**config.mk**
```make
export PLATFORM = sky130hd
export DESIGN_NAME = serial_peripheral_master_quirks
export DESIGN_NICKNAME = d
export VERILOG_FILES = /design/src/hdl/spi_quirks_pkg.sv /design/src/hdl/serial_peripheral_master_quirks.sv
export SDC_FILE = /design/constraint.sdc
export NUM_CORES = 1
export LEC_CHECK = 0
export ABC_CLOCK_PERIOD_IN_PS = 10500
export BUFFER_PORTS_ARGS = -buffer_cell sky130_fd_sc_hd__buf_4
export CORE_MARGIN = 4
export CORE_UTILIZATION = 63
export CTS_BUF_LIST = sky130_fd_sc_hd__clkbuf_2
export CTS_CLUSTER_SIZE = 28
export DETAILED_ROUTE_END_ITERATION = 16
export PLACE_DENSITY_LB_ADDON = 0.08
export SYNTH_ARGS = -nofsm -noshare
export SYNTH_HDL_FRONTEND = slang
export SYNTH_SLANG_ARGS = --single-unit
```
**constraint.sdc**
```tcl
create_clock -name i_clock -period 10.5 [get_ports i_clock]
set_input_delay 1.05 -clock i_clock [delete_from_list [all_inputs] [get_ports i_clock]]
set_output_delay 1.05 -clock i_clock [all_outputs]
set_load 0.005 [all_outputs]
```
**src/hdl/spi_quirks_pkg.sv**
```systemverilog
/*
  Shared constants, carrier structs and state codes for the serial
  peripheral master. Assumes a single system clock drives every user.
*/
package spi_quirks_pkg;

  // ---------------------------------------------------------------
  // Sizes and reset values
  // ---------------------------------------------------------------
  localparam int         CS_COUNT     = 4;
  localparam int         DATA_W       = 16;
  localparam int         FIFO_DEPTH   = 32;
  localparam logic [3:0] CS_ALL_OFF   = 4'hf;
  localparam logic [3:0] CS_ONE_HOT   = 4'h1;
  localparam logic [7:0] DIV_FAST     = 8'h01;
  localparam logic [3:0] WIDTH_8      = 4'h0;   // Width field value for 8 bits.
  localparam logic [3:0] ALIGN_BASE   = 4'h8;   // Left shift for an 8-bit word.
  localparam logic [5:0] HALF_BASE    = 6'h10;  // Half periods of an 8-bit word.
  localparam logic [8:0] IDLE_MAX     = 9'h1ff;
  localparam logic [1:0] EXTRA_HALVES = 2'h2;   // One whole spurious pulse.
  localparam logic       ENABLE_RST   = 1'b0;
  localparam logic       FLAG_RST     = 1'b0;
  localparam logic       LAST_FAST_RST = 1'b1;

  // ---------------------------------------------------------------
  // Carriers
  // ---------------------------------------------------------------
  // Per chip select configuration.
  typedef struct packed {
    logic [7:0] baud_divider_field;
    logic       clock_polarity_bit;
    logic       clock_phase_bit;
    logic [3:0] width_field;             // Bits per transfer minus 8.
    logic       cs_hold_after_transfer;
    logic [7:0] between_transfer_delay;
    logic [7:0] between_select_delay;
  } cs_cfg_t;

  // One transmit data register write.
  typedef struct packed {
    logic              final_transfer_flag;
    logic [1:0]        cs;
    logic [DATA_W-1:0] data;
  } tx_word_t;

  typedef enum logic [3:0] {
    ST_IDLE     = 4'h1,
    ST_SEL_GAP  = 4'h2,
    ST_SHIFT    = 4'h4,
    ST_XFER_GAP = 4'h8
  } state_t;

endpackage

```
**src/hdl/serial_peripheral_master_quirks.sv**
```systemverilog
/*
  Serial peripheral master with chip select sequencing, a transmit word
  FIFO and the transfer quirks of one silicon revision. Assumes all
  command and configuration inputs are synchronous to i_clock; only the
  serial data input comes from a pin.
*/
`timescale 1ns/10ps

// -----------------------------------------------------------------
// Transmit word FIFO
// -----------------------------------------------------------------
module tx_word_fifo #(
  parameter int WIDTH = $bits(spi_quirks_pkg::tx_word_t),
  parameter int DEPTH = spi_quirks_pkg::FIFO_DEPTH
) (
  // Clock, reset and flush.
  input  wire logic             i_clock,
  input  wire logic             i_rstn,
  input  wire logic             i_clear,
  // Filling side.
  input  wire logic             i_in_valid,
  input  wire logic [WIDTH-1:0] i_in_data,
  output logic                  o_in_ready,
  // Draining side.
  output logic                  o_out_valid,
  output logic [WIDTH-1:0]      o_out_data,
  input  wire logic             i_out_ready
);
  localparam int AW = $clog2(DEPTH);
  logic [WIDTH-1:0] mem [DEPTH];
  logic [AW-1:0]    wp;
  logic [AW-1:0]    rp;
  logic [AW:0]      cnt;
  logic [AW:0]      next_cnt;
  logic             push;
  logic             pull;

  // Flags are registered so the ready output comes from a flop.
  assign push       = i_in_valid && o_in_ready;
  assign pull       = o_out_valid && i_out_ready;
  assign next_cnt   = cnt + {{AW{1'b0}}, push} - {{AW{1'b0}}, pull};
  assign o_out_data = mem[rp];

  // Pointers and occupancy.
  always_ff @(posedge i_clock) begin
    if (!i_rstn || i_clear) begin
      wp          <= '0;
      rp          <= '0;
      cnt         <= '0;
      o_in_ready  <= 1'b1;
      o_out_valid <= 1'b0;
    end else begin
      wp          <= wp + AW'(push);
      rp          <= rp + AW'(pull);
      cnt         <= next_cnt;
      o_in_ready  <= next_cnt != (AW+1)'(DEPTH);
      o_out_valid <= next_cnt != '0;
    end
  end

  // Storage needs no reset.
  always_ff @(posedge i_clock) begin
    if (push) begin
      mem[wp] <= i_in_data;
    end
  end
endmodule

// -----------------------------------------------------------------
// Master engine
// -----------------------------------------------------------------
// Summary of operation
// - Master mode with an odd divider other than 1, polarity 1 and phase 0 adds one clock pulse.
// - Held chip select, divider 1 and an idle gap to the same slave keep transmit-ready low.
// - In fixed mode with hold, a final-transfer word releases the select when empty sets.
// - The serial clock idles at the polarity of the configuration even before master select.
// - In fixed mode the reported DMA size follows chip select 0's width field.
// - A divider of 1 with an odd width adds one clock pulse; even widths are clean except right after a slow transfer at polarity 1, phase 0.
// - Disable is ignored in slave mode; software reads data and then resets instead.
// - Software reset keeps the enable state, so a later enable raises no flags.
// - With a held select and a long idle, a switch to another slave skips the select gap.
// - Polarity 1, phase 0, a slow transfer then a divider-1 one adds a pulse to the second.
// - When every select uses divider 1 the cross-select pulse never appears.
module serial_peripheral_master_quirks (
  // Clock and reset.
  input  wire logic                     i_clock,
  input  wire logic                     i_rstn,
  // Mode and commands.
  input  wire logic                     i_master_select_bit,
  input  wire logic                     i_fixed_mode,
  input  wire logic [1:0]               i_fixed_cs,
  input  wire logic                     i_enable_cmd,
  input  wire logic                     i_disable_cmd,
  input  wire logic                     i_swreset_cmd,
  input  wire spi_quirks_pkg::cs_cfg_t [spi_quirks_pkg::CS_COUNT-1:0] i_cs_cfg,
  // Transmit stream.
  input  wire logic                     i_tx_valid,
  input  wire spi_quirks_pkg::tx_word_t i_tx_word,
  output logic                          o_tx_ready,
  // Status.
  output logic                          o_enable_state_bit,
  output logic                          o_transmit_ready,
  output logic                          o_transmit_empty_status,
  output logic                          o_dma_halfword,
  // Receive.
  output logic [spi_quirks_pkg::DATA_W-1:0] o_rx_word,
  output logic                          o_rx_valid,
  // Pins.
  output logic                          o_serial_clock_pin,
  output logic                          o_mosi,
  input  wire logic                     i_miso,
  output logic [spi_quirks_pkg::CS_COUNT-1:0] o_chip_select_n
);
  import spi_quirks_pkg::*;

  state_t            st;
  tx_word_t          f_word;
  cs_cfg_t           cc;
  cs_cfg_t           nc;
  logic              f_valid;
  logic              miso_meta;
  logic              miso_s;
  logic              dummy_loop;
  logic              last_fast;
  logic              cs_on;
  logic              final_cur;
  logic [1:0]        cur_cs;
  logic [1:0]        new_cs;
  logic [1:0]        ext_cnt;
  logic [7:0]        div_cnt;
  logic [7:0]        gap_cnt;
  logic [8:0]        idle_cnt;
  logic [5:0]        half;
  logic [DATA_W-1:0] shreg;
  logic [DATA_W-1:0] rx;
  logic [DATA_W-1:0] aligned;
  logic [CS_COUNT-1:0] fast;
  logic go, tick, need_gap, dup, extra, start, pop, done, long_idle, all_fast;

  // Flags each select whose divider is the fastest setting.
  for (genvar g = 0; g < CS_COUNT; g++) begin : g_fast
    assign fast[g] = i_cs_cfg[g].baud_divider_field == DIV_FAST;
  end
  assign all_fast = &fast;

  // ---------------------------------------------------------------
  // Transfer decisions
  // ---------------------------------------------------------------
  // A transfer in flight uses its own select's settings.
  assign new_cs = dummy_loop ? cur_cs : (i_fixed_mode ? i_fixed_cs : f_word.cs);
  assign cc     = i_cs_cfg[cur_cs];
  assign nc     = i_cs_cfg[new_cs];
  assign go     = dummy_loop || (f_valid && o_enable_state_bit && i_master_select_bit);
  assign long_idle = idle_cnt > ({1'b0, cc.between_transfer_delay}
                                 + {1'b0, cc.between_select_delay});
  // A long idle under a held select drops the between-select gap.
  assign need_gap = cs_on && (new_cs != cur_cs) && !long_idle;
  // The word is shifted but not retired, so it goes out twice.
  assign dup = cs_on && nc.cs_hold_after_transfer && fast[new_cs]
               && (new_cs == cur_cs) && (idle_cnt != '0) && !dummy_loop;
  // Spurious pulse conditions.
  assign extra = (nc.clock_polarity_bit && !nc.clock_phase_bit
                  && !fast[new_cs] && nc.baud_divider_field[0])
              || (fast[new_cs] && nc.width_field[0])
              || (nc.clock_polarity_bit && !nc.clock_phase_bit
                  && fast[new_cs] && !last_fast && !all_fast);
  assign start = go && ((st == ST_IDLE && !need_gap)
                        || (st == ST_SEL_GAP && gap_cnt == '0));
  assign pop   = start && !dup && !dummy_loop;
  assign tick  = ({1'b0, div_cnt} + 9'h001) >= {1'b0, cc.baud_divider_field};
  assign done  = st == ST_SHIFT && tick && ext_cnt == '0
                 && half == ({1'b0, cc.width_field, 1'b0} + HALF_BASE - 6'h01);
  assign aligned = (dummy_loop ? '0 : f_word.data) << (ALIGN_BASE - nc.width_field);
  assign o_mosi  = shreg[DATA_W-1];

  tx_word_fifo #(
    .WIDTH ($bits(tx_word_t)),
    .DEPTH (FIFO_DEPTH)
  ) u_fifo (
    .i_clock     (i_clock),
    .i_rstn      (i_rstn),
    .i_clear     (i_swreset_cmd),
    .i_in_valid  (i_tx_valid),
    .i_in_data   (i_tx_word),
    .o_in_ready  (o_tx_ready),
    .o_out_valid (f_valid),
    .o_out_data  (f_word),
    .i_out_ready (pop)
  );

  // Two-flop synchroniser for the serial data pin.
  always_ff @(posedge i_clock) begin
    miso_meta <= i_miso;
    miso_s    <= miso_meta;
  end

  // ---------------------------------------------------------------
  // Sequencer
  // ---------------------------------------------------------------
  // State register.
  always_ff @(posedge i_clock) begin
    if (!i_rstn || i_swreset_cmd) begin
      st <= ST_IDLE;
    end else begin
      unique case (st)
        ST_IDLE: begin
          if (go) begin
            st <= need_gap ? ST_SEL_GAP : ST_SHIFT;
          end
        end
        ST_SEL_GAP: begin
          if (!go) begin
            st <= ST_IDLE;
          end else if (gap_cnt == '0) begin
            st <= ST_SHIFT;
          end
        end
        ST_SHIFT: begin
          if (done) begin
            st <= ST_XFER_GAP;
          end
        end
        ST_XFER_GAP: begin
          if (gap_cnt == '0) begin
            st <= ST_IDLE;
          end
        end
        default: st <= ST_IDLE;
      endcase
    end
  end

  // Gap, baud and idle counters.
  always_ff @(posedge i_clock) begin
    if (!i_rstn) begin
      gap_cnt  <= '0;
      div_cnt  <= '0;
      idle_cnt <= '0;
    end else begin
      if (st == ST_IDLE && go && need_gap) begin
        gap_cnt <= nc.between_select_delay;
      end else if (done) begin
        gap_cnt <= cc.between_transfer_delay;
      end else if (gap_cnt != '0) begin
        gap_cnt <= gap_cnt - 8'h01;
      end
      div_cnt  <= (start || tick || st != ST_SHIFT) ? '0 : div_cnt + 8'h01;
      idle_cnt <= (st != ST_IDLE) ? '0 : idle_cnt + 9'(idle_cnt != IDLE_MAX);
    end
  end

  // Shifter; a phase-0 load sits one place low so the first edge shifts in.
  always_ff @(posedge i_clock) begin
    if (!i_rstn) begin
      shreg     <= '0;
      rx        <= '0;
      half      <= '0;
      ext_cnt   <= '0;
      final_cur <= 1'b0;
      last_fast <= LAST_FAST_RST;
    end else if (start) begin
      shreg     <= nc.clock_phase_bit ? aligned : aligned >> 1;
      rx        <= '0;
      half      <= '0;
      ext_cnt   <= extra ? EXTRA_HALVES : 2'h0;
      final_cur <= !dummy_loop && f_word.final_transfer_flag;
      last_fast <= fast[new_cs];
    end else if (st == ST_SHIFT && tick) begin
      if (ext_cnt != '0) begin
        ext_cnt <= ext_cnt - 2'h1;
      end else begin
        half <= half + 6'h01;
        if (!half[0] == cc.clock_phase_bit) begin
          rx <= {rx[DATA_W-2:0], miso_s};
        end else begin
          shreg <= shreg << 1;
        end
      end
    end
  end

  // Clock pin idles at the live polarity, master select or not.
  always_ff @(posedge i_clock) begin
    if (!i_rstn) begin
      o_serial_clock_pin <= 1'b0;
    end else if (st == ST_SHIFT && tick) begin
      o_serial_clock_pin <= !o_serial_clock_pin;
    end else if (st != ST_SHIFT) begin
      o_serial_clock_pin <= cc.clock_polarity_bit;
    end
  end

  // Chip select lines.
  always_ff @(posedge i_clock) begin
    if (!i_rstn || i_swreset_cmd) begin
      o_chip_select_n <= CS_ALL_OFF;
      cs_on           <= 1'b0;
      cur_cs          <= '0;
    end else if (st == ST_IDLE && go && need_gap) begin
      o_chip_select_n <= CS_ALL_OFF;
      cs_on           <= 1'b0;
    end else if (start) begin
      o_chip_select_n <= ~(CS_ONE_HOT << new_cs);
      cs_on           <= 1'b1;
      cur_cs          <= new_cs;
    end else if (done && (!cc.cs_hold_after_transfer || final_cur)) begin
      o_chip_select_n <= CS_ALL_OFF;
      cs_on           <= 1'b0;
    end
  end

  // Received word; a final trailing-edge sample is folded in here.
  always_ff @(posedge i_clock) begin
    if (!i_rstn) begin
      o_rx_word  <= '0;
      o_rx_valid <= 1'b0;
    end else begin
      o_rx_valid <= done;
      if (done) begin
        o_rx_word <= cc.clock_phase_bit ? rx : {rx[DATA_W-2:0], miso_s};
      end
    end
  end

  // Enable state and transmit flags; the reset command spares enable.
  always_ff @(posedge i_clock) begin
    if (!i_rstn) begin
      o_enable_state_bit      <= ENABLE_RST;
      o_transmit_ready        <= FLAG_RST;
      o_transmit_empty_status <= FLAG_RST;
      dummy_loop              <= 1'b0;
    end else if (i_swreset_cmd) begin
      o_transmit_ready        <= FLAG_RST;
      o_transmit_empty_status <= FLAG_RST;
      dummy_loop              <= 1'b0;
    end else if (i_enable_cmd && !o_enable_state_bit) begin
      o_enable_state_bit      <= 1'b1;
      o_transmit_ready        <= 1'b1;
      o_transmit_empty_status <= 1'b1;
    end else if (i_disable_cmd && i_master_select_bit) begin
      o_enable_state_bit      <= 1'b0;
      o_transmit_ready        <= 1'b0;
      o_transmit_empty_status <= 1'b0;
      dummy_loop              <= dummy_loop || st != ST_IDLE;
    end else begin
      if (start && dup) begin
        o_transmit_ready <= 1'b0;
      end else if (pop) begin
        o_transmit_ready <= 1'b1;
      end else if (!o_tx_ready) begin
        o_transmit_ready <= 1'b0;
      end
      if (start) begin
        o_transmit_empty_status <= 1'b0;
      end else if (done && !f_valid && !dummy_loop) begin
        o_transmit_empty_status <= 1'b1;
      end
    end
  end

  // Size reported to the DMA engine.
  always_ff @(posedge i_clock) begin
    if (!i_rstn) begin
      o_dma_halfword <= 1'b0;
    end else begin
      o_dma_halfword <= (i_fixed_mode ? i_cs_cfg[0].width_field
                                      : cc.width_field) != WIDTH_8;
    end
  end

  // ---------------------------------------------------------------
  // Checks
  // ---------------------------------------------------------------
  logic [3:0] cs0_width;
  assign cs0_width = i_cs_cfg[0].width_field;
endmodule

```
==> impl_metrics.ini <==
[logic_synthesis]
synthTopCellsByArea = edfxtp_1, mux4_2, dfxtp_1
yosys.area.top_type_share_pct = 57.0
synth.top_cells.by_count = edfxtp_1, mux4_2, nor2_1, mux2i_1, dfxtp_1
yosysMostFrequentCell = edfxtp_1
ys_ff_latch = 729
synthCells = 2013
synth_edf_count = 608
ys.flop_type = edfxtp_1
syn-cell-area_sq_um = 32000
ys_seq_area_share_pct = 64.6
synth_largest_area_cell = edfxtp_1
async_reset_ff_share_pct = 0
ys_types = 91
yosys_warnings = 0
syn_nets = 2211
avgSynthCellArea_sq_um = 15.9

[placed_design]
io_buffers = 181
gp_congestion = 0.919
placed_cells = 2781
dpl.hpwl_microns = 48700

[grt]
grt_pass1_vias = 20230
track_usage_pct = 30.3
grt_pass1_wl_microns = 122000
grt_start_max_net_pins = 125
antenna_found_initial = 1
grt_overflow = 0

[clock_tree]
holdBufCountCts = 43
path_clk_slew_ns = 0.10
cts_setup_buffers = 0
clk_latency_ns = 1.40
clk_path_buf_depth = 3
htreeDepth = 4
clockRootBuffer = clkbuf_2
cts_tree = yes
cts_buffers = 174
cts_resized = 0
clock-sinks = 729

[drt]
via_count = 19961
drc = 0
routed_wl_microns = 81000
first_pass_iters = 6
drtIter0Drc = 1970
final_antenna_net_count = 0
vias_per_cell = 6.35
post_drt_wl_per_cell_microns = 25.8

[setup_path]
crit_required_ns = 11.75
critPathLaunchType = flop
cp.arrival_ns = 7.93
path_class = reg -> reg
max_stage_delay_ns = 0.63
end_kind = flop
slowest_stage = mux4_2
cp_max_fo = 35

[floorplan]
coreArea_sq_um = 50200
die_h_microns = 233
die_width_microns = 233
fp-row-count = 82
start_util_pct = 63.8
die-area_sq_um = 54500
io-pin-count = 182

[sta]
rsz0062_at_grt = no
post-route-min-period_ns = 6.68
worstMarginPinSlew_ns = 1.20
max_slew_margin_pct = 20.0
report.final.slew_viol_count = 0
max_clock_freq_mhz = 150
finalHoldViolations = 0
tns_ns = 0
period_share_pct = 63.6
setup-violations-final = 0
fin_skew_ns = 0.0774

[pwr]
p_total_w = 0.00560
power_density_nw_per_um2 = 155
vdd_drop_max_v = 0.000113
power.leakage_nw = 12.5

[cells_and_area]
n_fill_cell = 3262
layout.nets = 2526
drive_above_1_share_pct = 30.7
area_delta_synth_final_pct = 12.7
register_area_sq_um = 20700
multiInputGateArea_sq_um = 10800
instances_no_fill = 3141

[run]
max_cap_viol_count = 0

[run_status]
status = finished, final reports clean

[hold_path]
hp-class = in -> reg
==> metrics by stage <==
stage	area [sq um]	setup slack [ns]	hold slack, ns	utilization [%]
finish	36100	3.82	0.163	71.9
global route	36100	3.32	0.0825	71.9
CTS	36100	3.89	0.0000593	71.9
detailed placement	34100	3.72	0.328	68.0
global placement	34100	3.99	0.315	68.0
floorplan	32000	3.20	0.310	-
==> metal layers <==
layer	share of wire, %	global-route usage, %	vias up
met4	3.3	11.9	0
met2	49	49.3	1038
met1	38	40.5	9997
met5	0	0	-
li1	-	-	8746
met3	8.9	6.88	180
==> cell type report <==
type,instances,share of cell area (%)
Clock inverter,53,0.662
Clock buffer,261,3.62
Antenna cell,3,0.0208
Inverter,43,0.461
Tap cell,672,2.33
Sequential cell,729,57.3
Multi-Input combinational cell,1130,30.0
Timing Repair Buffer,250,5.53
==> sequential cells by signal (all words and copies together) (netlist names), 2 cells and up <==
register         count
u_fifo.mem         608
o_rx_word           16
rx                  16
shreg               16
idle_cnt             9
div_cnt              8
gap_cnt              8
half                 6
u_fifo.cnt           6
u_fifo.rp            5
u_fifo.wp            5
o_chip_select_n      4
st                   4
cur_cs               2
ext_cnt              2
==> worst paths after layout <==
kind                                from                            end  slack (ns)  cells after the start
setup reg to reg  cur_cs[0]$_SDFFE_PP0P_  u_fifo.o_out_valid$_SDFF_PP0_        3.82                     30
hold / removal              i_cs_cfg[93]        gap_cnt[0]$_SDFFE_PN0P_        0.16                      5
setup / recovery  cur_cs[0]$_SDFFE_PP0P_  u_fifo.o_out_valid$_SDFF_PP0_        3.82                     30
hold reg to reg        miso_meta$_DFF_P_                 miso_s$_DFF_P_        0.35                      0
==> where the power goes <==
group | switching (W) | internal (W)
registers | 0.0000275 | 0.00316
clock network | 0.00110 | 0.000687
logic | 0.000357 | 0.000270
==> kinds of logic after synthesis <==
kind of cell             share of synthesized area [%]
XOR/XNOR                                          1.42
flip-flops                                        64.6
AO/OA/AOI/OAI                                     5.78
AND/OR/NAND/NOR                                   6.52
buffers and inverters                             2.20
multiplexers                                      17.7
adder cells (fa/ha/maj)                           1.77
==> worst max-delay path: cells and delay by family, from the launching register on <==
| kind | cells | cell delay [ns] |
|---|---|---|
| mux | 1 | 0.63 |
| fa+ha+maj | 6 | 1.59 |
| simple gates | 6 | 0.79 |
| flops | 1 | 0.33 |
| xor+xnor | 2 | 0.36 |
| buf+inv | 5 | 0.81 |
| compound gates | 10 | 2.02 |
==> cells in the final DEF (no fill, tap or decap), types with 39 or more instances in the layout <==
master	Yosys	routed
edfxtp_1	608	608
clkbuf_2	0	261
buf_4	11	206
mux4_2	179	179
mux2i_1	123	123
dfxtp_1	121	116
nand2_1	113	113
nor2_1	143	110
a21oi_1	55	55
o21ai_0	43	43
dlygate4sd3_1	0	43
inv_1	42	42
ha_1	42	42
clkinv_1	0	39
Note: power is estimated with default switching activity, not from simulation.
